**src/verilog/sptl_pkg.sv**
```systemverilog
// Function
// - Operation group has condition, enable, event, rise filter and fall filter registers.
// - Preset sets defined rise filter bits, clears fall filter and enable registers.
// - Condition register is read-only and shows the live operating state.
// - Event register is read-only and latches filtered transitions until cleared.
// - Reading the event register returns its contents, then clears it.
// - Summary bit is the OR of enabled event bits.
// - Enable mask takes 0 to 32767, reads back, and preset leaves zero.
// - Bit 0 shows calibration constants being computed.
// - Bit 5 shows the source waiting for a trigger.
// - Bits 8 and 9 show constant voltage on main and auxiliary outputs.
// - Bits 10, 11, 12 show positive, negative and auxiliary constant current.
// - Enabled overvoltage guard over the level disables output, sets tripped bit.
// - Overvoltage trip acts at once, without the protection delay.
// - Protection clear works only once the overvoltage cause is gone.
// - Overvoltage guard has writable on/off state and level resetting to maximum.
// - Pending levels move to output only on trigger while initiated.
// - Command reset returns pending and immediate voltage levels to zero.
// - Rise filter passes 0-to-1, fall filter passes 1-to-0 condition changes.
// - After preset fall filter holds zero, rise filter holds 32767.
package sptl_pkg;
  localparam int ADDR_W = 8;
  localparam int DATA_W = 16;
  localparam logic [7:0] OFF_COND = 8'h00;
  localparam logic [7:0] OFF_EVENT = 8'h04;
  localparam logic [7:0] OFF_ENABLE = 8'h08;
  localparam logic [7:0] OFF_RISE = 8'h0C;
  localparam logic [7:0] OFF_FALL = 8'h10;
  localparam logic [7:0] OFF_OVP_CTRL = 8'h14;
  localparam logic [7:0] OFF_OVP_LEVEL = 8'h18;
  localparam logic [7:0] OFF_VOLT_IMM = 8'h1C;
  localparam logic [7:0] OFF_VOLT_TRIG = 8'h20;
  localparam logic [7:0] OFF_CURR_IMM = 8'h24;
  localparam logic [7:0] OFF_CURR_TRIG = 8'h28;
  localparam logic [7:0] OFF_CMD = 8'h2C;
  localparam int BIT_CAL = 0;
  localparam int BIT_WTG = 5;
  localparam int BIT_CV = 8;
  localparam int BIT_CV2 = 9;
  localparam int BIT_CCP = 10;
  localparam int BIT_CCN = 11;
  localparam int BIT_CC2 = 12;
  localparam logic [15:0] OPERATION_SUMMARY_BIT_MASK = 16'h1F21;
  localparam logic [15:0] FILTER_MASK = 16'h7FFF;
  localparam logic [15:0] RISE_PRESET = 16'h7FFF;
  localparam logic [15:0] FALL_PRESET = 16'h0000;
  localparam logic [15:0] ENABLE_PRESET = 16'h0000;
  localparam logic [15:0] OVP_LEVEL_RST = 16'hFFFF;
  localparam logic [15:0] VOLT_RST = 16'h0000;
  localparam logic [15:0] CURR_RST = 16'h1999;
  localparam int CMD_PRESET = 0;
  localparam int CMD_RESET = 1;
  localparam int CMD_INIT = 2;
  localparam int CMD_CLEAR = 3;
  localparam int CTRL_OVP_ON = 0;
  localparam int CTRL_TRIPPED = 1;
  localparam int CTRL_OUT_EN = 2;
  localparam int CTRL_INIT = 3;
endpackage

```
**src/verilog/sptl_status_block.sv**
```systemverilog
// Local design decisions: the register offsets and strobed register access.
`timescale 1ns/1ps
`default_nettype none
module sptl_status_block (
  input wire logic clock_i,
  input wire logic rst_i,
  input wire logic [7:0] addr_i,
  input wire logic [15:0] wdata_i,
  input wire logic wr_i,
  input wire logic rd_i,
  output logic [15:0] rdata_o,
  input wire logic calibrating_i,
  input wire logic main_const_voltage_flag_i,
  input wire logic aux_const_voltage_flag_i,
  input wire logic positive_const_current_flag_i,
  input wire logic negative_const_current_flag_i,
  input wire logic aux_const_current_flag_i,
  input wire logic [15:0] meas_volt_i,
  input wire logic trigger_i,
  output logic operation_summary_bit_o,
  output logic overvoltage_tripped_bit_o,
  output logic output_enable_o,
  output logic awaiting_trigger_flag_o,
  output logic [15:0] volt_set_o,
  output logic [15:0] curr_set_o
);

  // Status pins come from the analog side, so each gets two flops
  logic [5:0] sync_a;
  logic [5:0] sync_b;
  wire [5:0] raw_flags = {aux_const_current_flag_i, negative_const_current_flag_i,
    positive_const_current_flag_i, aux_const_voltage_flag_i,
    main_const_voltage_flag_i, calibrating_i};

  genvar gi;
  generate
    for (gi = 0; gi < 6; gi++) begin : g_sync
      always_ff @(posedge clock_i) begin
        if (rst_i) begin
          sync_a[gi] <= 1'b0;
          sync_b[gi] <= 1'b0;
        end else begin
          sync_a[gi] <= raw_flags[gi];
          sync_b[gi] <= sync_a[gi];
        end
      end
    end
  endgenerate

  logic [15:0] operation_condition;
  logic [15:0] cond_prev;
  logic [15:0] operation_event_latch;
  logic [15:0] operation_enable_mask;
  logic [15:0] operation_rise_filter;
  logic [15:0] operation_fall_filter;
  logic overvoltage_guard;
  logic [15:0] ovp_level;
  logic tripped;
  logic initiated;
  logic [15:0] volt_trig;
  logic [15:0] curr_trig;

  // Command decode
  wire wr_cmd = wr_i && (addr_i == sptl_pkg::OFF_CMD);
  wire cmd_preset = wr_cmd && wdata_i[sptl_pkg::CMD_PRESET];
  wire cmd_reset = rst_i || (wr_cmd && wdata_i[sptl_pkg::CMD_RESET]);
  wire cmd_init = wr_cmd && wdata_i[sptl_pkg::CMD_INIT];
  wire cmd_clear = wr_cmd && wdata_i[sptl_pkg::CMD_CLEAR];
  wire wr_enable = wr_i && (addr_i == sptl_pkg::OFF_ENABLE);
  wire wr_rise = wr_i && (addr_i == sptl_pkg::OFF_RISE);
  wire wr_fall = wr_i && (addr_i == sptl_pkg::OFF_FALL);
  wire wr_ctrl = wr_i && (addr_i == sptl_pkg::OFF_OVP_CTRL);
  wire wr_level = wr_i && (addr_i == sptl_pkg::OFF_OVP_LEVEL);
  wire wr_vimm = wr_i && (addr_i == sptl_pkg::OFF_VOLT_IMM);
  wire wr_vtrig = wr_i && (addr_i == sptl_pkg::OFF_VOLT_TRIG);
  wire wr_cimm = wr_i && (addr_i == sptl_pkg::OFF_CURR_IMM);
  wire wr_ctrig = wr_i && (addr_i == sptl_pkg::OFF_CURR_TRIG);
  wire rd_event = rd_i && (addr_i == sptl_pkg::OFF_EVENT);

  // Live condition word; unused positions forced low
  wire [15:0] next_cond = {3'h0, sync_b[5:1], 2'h0, initiated, 4'h0, sync_b[0]}
    & sptl_pkg::OPERATION_SUMMARY_BIT_MASK;

  always_ff @(posedge clock_i) begin
    if (rst_i) begin
      operation_condition <= 16'h0000;
      cond_prev <= 16'h0000;
    end else begin
      operation_condition <= next_cond;
      cond_prev <= operation_condition;
    end
  end

  // Transition filters
  wire [15:0] rise_hits = operation_condition & ~cond_prev & operation_rise_filter;
  wire [15:0] fall_hits = ~operation_condition & cond_prev & operation_fall_filter;
  wire [15:0] hits = (rise_hits | fall_hits) & sptl_pkg::OPERATION_SUMMARY_BIT_MASK;

  // Clearing read and new events: the set wins
  wire [15:0] next_event = (rd_event ? 16'h0000 : operation_event_latch) | hits;

  always_ff @(posedge clock_i) begin
    if (rst_i) begin
      operation_event_latch <= 16'h0000;
    end else begin
      operation_event_latch <= next_event;
    end
  end

  // Mask and filters; preset overrides a write in the same cycle
  wire [15:0] next_enable = (rst_i || cmd_preset) ? sptl_pkg::ENABLE_PRESET :
    wr_enable ? (wdata_i & sptl_pkg::FILTER_MASK) : operation_enable_mask;

  // Summary computed from next values so the flop matches the latch
  always_ff @(posedge clock_i) begin
    if (rst_i) begin
      operation_summary_bit_o <= 1'b0;
    end else begin
      operation_summary_bit_o <= |(next_event & next_enable);
    end
  end

  always_ff @(posedge clock_i) begin
    operation_enable_mask <= next_enable;
  end

  always_ff @(posedge clock_i) begin
    if (rst_i || cmd_preset) begin
      operation_rise_filter <= sptl_pkg::RISE_PRESET;
      operation_fall_filter <= sptl_pkg::FALL_PRESET;
    end else begin
      if (wr_rise) begin
        operation_rise_filter <= wdata_i & sptl_pkg::FILTER_MASK;
      end
      if (wr_fall) begin
        operation_fall_filter <= wdata_i & sptl_pkg::FILTER_MASK;
      end
    end
  end

  // Overvoltage guard settings
  always_ff @(posedge clock_i) begin
    if (cmd_reset) begin
      overvoltage_guard <= 1'b0;
      ovp_level <= sptl_pkg::OVP_LEVEL_RST;
    end else begin
      if (wr_ctrl) begin
        overvoltage_guard <= wdata_i[sptl_pkg::CTRL_OVP_ON];
      end
      if (wr_level) begin
        ovp_level <= wdata_i;
      end
    end
  end

  // Trip compares every cycle with no hold-off; the latch survives a
  // clear while the voltage is still above the level
  wire over_level = meas_volt_i > ovp_level;
  wire trip_now = overvoltage_guard && over_level;
  wire clear_ok = cmd_clear && !over_level;
  wire next_tripped = trip_now || (tripped && !clear_ok);

  always_ff @(posedge clock_i) begin
    if (rst_i) begin
      tripped <= 1'b0;
      overvoltage_tripped_bit_o <= 1'b0;
      output_enable_o <= 1'b1;
    end else begin
      tripped <= next_tripped;
      overvoltage_tripped_bit_o <= next_tripped;
      output_enable_o <= !next_tripped;
    end
  end

  // Trigger system
  wire fire = trigger_i && initiated;

  always_ff @(posedge clock_i) begin
    if (cmd_reset) begin
      initiated <= 1'b0;
      awaiting_trigger_flag_o <= 1'b0;
    end else begin
      initiated <= cmd_init || (initiated && !trigger_i);
      awaiting_trigger_flag_o <= cmd_init || (initiated && !trigger_i);
    end
  end

  always_ff @(posedge clock_i) begin
    if (cmd_reset) begin
      volt_set_o <= sptl_pkg::VOLT_RST;
      volt_trig <= sptl_pkg::VOLT_RST;
      curr_set_o <= sptl_pkg::CURR_RST;
      curr_trig <= sptl_pkg::CURR_RST;
    end else begin
      if (fire) begin
        volt_set_o <= volt_trig;
        curr_set_o <= curr_trig;
      end else begin
        if (wr_vimm) begin
          volt_set_o <= wdata_i;
        end
        if (wr_cimm) begin
          curr_set_o <= wdata_i;
        end
      end
      if (wr_vtrig) begin
        volt_trig <= wdata_i;
      end
      if (wr_ctrig) begin
        curr_trig <= wdata_i;
      end
    end
  end

  // Read path
  wire [15:0] ctrl_word = {12'h000, initiated, !tripped, tripped, overvoltage_guard};
  logic [15:0] read_mux;

  always_comb begin
    unique case (addr_i)
      sptl_pkg::OFF_COND: read_mux = operation_condition;
      sptl_pkg::OFF_EVENT: read_mux = operation_event_latch;
      sptl_pkg::OFF_ENABLE: read_mux = operation_enable_mask;
      sptl_pkg::OFF_RISE: read_mux = operation_rise_filter;
      sptl_pkg::OFF_FALL: read_mux = operation_fall_filter;
      sptl_pkg::OFF_OVP_CTRL: read_mux = ctrl_word;
      sptl_pkg::OFF_OVP_LEVEL: read_mux = ovp_level;
      sptl_pkg::OFF_VOLT_IMM: read_mux = volt_set_o;
      sptl_pkg::OFF_VOLT_TRIG: read_mux = volt_trig;
      sptl_pkg::OFF_CURR_IMM: read_mux = curr_set_o;
      sptl_pkg::OFF_CURR_TRIG: read_mux = curr_trig;
      default: read_mux = 16'h0000;
    endcase
  end

  always_ff @(posedge clock_i) begin
    if (rst_i || !rd_i) begin
      rdata_o <= 16'h0000;
    end else begin
      rdata_o <= read_mux;
    end
  end
endmodule
`default_nettype wire
```
**config.mk**
```make
export PLATFORM = sky130hd
export DESIGN_NAME = sptl_status_block
export DESIGN_NICKNAME = d
export VERILOG_FILES = /design/src/verilog/sptl_pkg.sv /design/src/verilog/sptl_status_block.sv
export SDC_FILE = /design/constraint.sdc
export NUM_CORES = 1
export LEC_CHECK = 0
export ABC_CLOCK_PERIOD_IN_PS = 3300
export BUFFER_PORTS_ARGS = -buffer_cell sky130_fd_sc_hd__buf_4
export CORE_AREA = 2 2 113 137
export DETAILED_ROUTE_END_ITERATION = 8
export DIE_AREA = 0 0 115 139
export HOLD_SLACK_MARGIN = 0.02
export PLACE_DENSITY = 0.76
export SYNTH_ARGS = -nofsm -noshare
export SYNTH_HDL_FRONTEND = slang
export SYNTH_SLANG_ARGS = --single-unit
```
**constraint.sdc**
```tcl
create_clock -name clock_i -period 3.3 [get_ports clock_i]
set_clock_uncertainty 0.05 [all_clocks]
set_input_delay 0.66 -clock clock_i [delete_from_list [all_inputs] [get_ports clock_i]]
set_output_delay 0.66 -clock clock_i [all_outputs]
set_load 0.01 [all_outputs]
```
==> summary.txt <==
STA
  – Fin. max-slew vios: 0
  – Final setup viols: 0
  – Worst slew pin tran: 0.831 ns
  – Max_slew headroom: 0.446
  – Hold Vio Cnt, Final: 0
  – Setup TNS: 0 ns
  – RSZ-0062 raised after global routing: no
  – Ratio of final minimum period to clock period: 0.839
  – Maximum operating frequency: 361 MHz
  – Final min period: 2.77 ns

Placed design
  – DP Area: 8990 µm²
  – Routability Congestion: 0.922
  – DP HPWL: 16.8 mm
  – PortBufs: 102

Global routing
  – Largest net degree at the start of global routing: 63
  – Grt ovf: 0
  – Total track usage: 0.305
  – Vias in the first global route: 6889
  – First-pass GRT wire length: 38.1 mm
  – Antenna violations before repair: 0

Clock tree
  – Num Clock Sinks: 189
  – CTS root buffer: clkbuf_16
  – Insertion delay to the later sink of the worst-skew pair: 0.43 ns
  – CTS resizes: 0
  – Post-CTS Setup Repair Bufs: 0
  – Maximum clock path buffer count: 2
  – Reg clk slew, reported paths: 0.07 ns
  – H-tree depth: 4
  – CTS Buf Count: 17
  – CTS tree: done
  – Hold Buf Count CTS: 0

Setup path
  – FF-to-FF setup slack: 1.09 ns
  – Critical Path End Type: flip-flop
  – Worst setup SP type: input pin
  – Crit Path Max Fanout: 10
  – Critical path arrival: 3.04 ns
  – Crit Path Category: input pin to flip-flop
  – Required @ worst endpoint: 3.57 ns

Run status
  – Status: completed

Logic synthesis
  – Top FF cell, synth: dfxtp_1
  – EDFF count, synth: 0
  – Seq cells post-synth: 189
  – Share of the synthesized area in the top cell type: 0.475
  – Post-synth top area cell: dfxtp_1
  – Mapped cell area: 7970 µm²
  – Synth Area in Compound Gates: 0.201
  – Mux share of post-synthesis cell area: 0.0239
  – YS warnings: 0
  – Unique masters post-synth: 46
  – Avg Cell Area, Syn: 8.46 µm²
  – Synth Area in Adders: 0.0251
  – Cells after Synth: 942
  – Largest family of logic cells by synthesized area: simple AND/OR/NAND/NOR gates
  – XOR/XNOR Fraction of Synth Area: 0
  – Ranking of synthesized cells by area: dfxtp_1 47%, nand2_1 7.9%, nand3_1 3.8%
  – Seq/Total Area, Yosys: 0.475
  – Syn_nets: 1009
  – Post-Synth Simple-Gate Area: 0.222
  – Share of flip-flops with an asynchronous set or reset: 0

Die
  – Die height: 139 µm
  – Core area: 14700 µm²
  – Initial cell density of the core: 0.542
  – Die width: 115 µm
  – Cell Rows: 49
  – Die Area: 16000 µm²
  – IO Count: 103

Cells and area
  – Antenna Cells: 0
  – Area Growth Syn to Fin: 20.5%
  – Share of layout cells above drive strength 1: 0.177
  – Most frequent cells in the layout: 189 x dfxtp_1, 167 x nand2_1, 144 x buf_4
  – Layout net count: 1094
  – Final instance area: 9600 µm²
  – Most common cell after layout, fill and taps aside: dfxtp_1

Power and ir drop
  – Power Dens Cells: 484 nW/µm²
  – Peak supply drop: 259 µV
  – Leak Pwr: 0.00412 µW

Routing
  – Detailed-route via count: 7667
  – Routed WL per cell: 20.1 µm
  – Iteration-0 DRC Markers: 1045
  – Routed wire length: 24.5 mm
  – Pre-antenna DRT Iters: 9
  – Post-route DRC: 0
  – Vias per cell: 6.29
  – Final antenna-violating net count: 0

Hold path
  – HP Class: flip-flop to flip-flop

Flow run
  – Max-cap violations: 0
kinds of logic after synthesis:
group	Yosys count
multiplexers	19
flip-flops	189
AND/OR/NAND/NOR	387
AO/OA/AOI/OAI	221
adder cells (fa/ha/maj)	16
buffers and inverters	110
cells in the mapped netlist, types with 3 or more instances:
cell,n
a221oi_1,17
o22a_1,3
nand3_1,61
a21o_1,7
a21oi_1,60
a31oi_1,4
buf_1,4
a311oi_1,22
nor2_1,74
a22oi_1,22
o32ai_1,3
or4_1,4
and3_1,6
nand3b_1,7
a222oi_1,26
nand4_1,6
dfxtp_1,189
nor3_1,8
inv_1,32
clkbuf_1,70
o31a_1,3
o21ai_0,18
nand2_1,168
mux2i_1,19
ha_1,16
nor4_1,5
a211oi_1,4
and2_1,9
nor2b_1,29
o211ai_1,22
or4b_2,3
metrics by stage:
stage,setup slack (ns),hold slack (ns),instances,util,total power [µW]
floorplan,0.311,0.364,942,-,2450
global placement,0.163,0.369,1186,0.611,2560
detailed placement,0.127,0.370,1186,0.611,2560
CTS,0.564,0.382,1218,0.653,4650
global route,0.469,0.389,1218,0.653,4770
finish,0.533,0.378,1218,0.653,4650
worst max-delay path, cell delays in order:
cell	delay, ns
buf_4	0.13
or4_1	0.55
or3_1	0.55
a21o_1	0.26
a32o_1	0.19
or4_1	0.47
a211o_1	0.23
final timing paths:
path	from	endpoint	cells past startpoint
worst max-delay path	addr_i[4]	operation_summary_bit_o$_SDFF_PP0_	7
worst min-delay path	next_cond[11]$_SDFF_PP0_	operation_condition[11]$_SDFF_PP0_	1
worst max register to register	ovp_level[15]$_SDFFE_PP1P_	output_enable_o$_SDFF_PP1_	7
worst min register to register	next_cond[11]$_SDFF_PP0_	operation_condition[11]$_SDFF_PP0_	1
area by class of cell:
class	count	area, µm²
fill	1199	5110
sequential	189	3780
multi-input combinational	643	3780
timing repair buffer	144	1080
clock buffer	20	457
tap	178	223
clock inverter	12	158
inverter	32	120
registers in the layout, summed over array words and instances (netlist names):
name / count
output_enable_o: 1
operation_rise_filter: 15
next_cond: 6
overvoltage_guard: 1
ovp_level: 16
operation_summary_bit_o: 1
cond_prev: 7
operation_event_latch: 16
rdata_o: 16
sync_a: 6
operation_enable_mask: 16
volt_trig: 16
tripped: 1
volt_set_o: 16
operation_fall_filter: 15
initiated: 1
curr_trig: 16
curr_set_o: 16
operation_condition: 7
per-layer routing:
metal,up-vias,wire length [µm],GRT usage
met5,-,0,0
met4,0,614,0.112
met3,57,2870,0.0608
met2,486,11000,0.449
met1,3574,10000,0.442
li1,3550,-,-
report_power, final:
part | internal, µW | switching, µW | leakage, µW | total (µW)
clock | 1240 | 898 | 0.000306 | 2140
combinational | 78.6 | 130 | 0.00228 | 209
sequential | 2290 | 8.09 | 0.00153 | 2300
total | 3620 | 1040 | 0.00412 | 4650
Note: power is estimated with default switching activity, not from simulation.
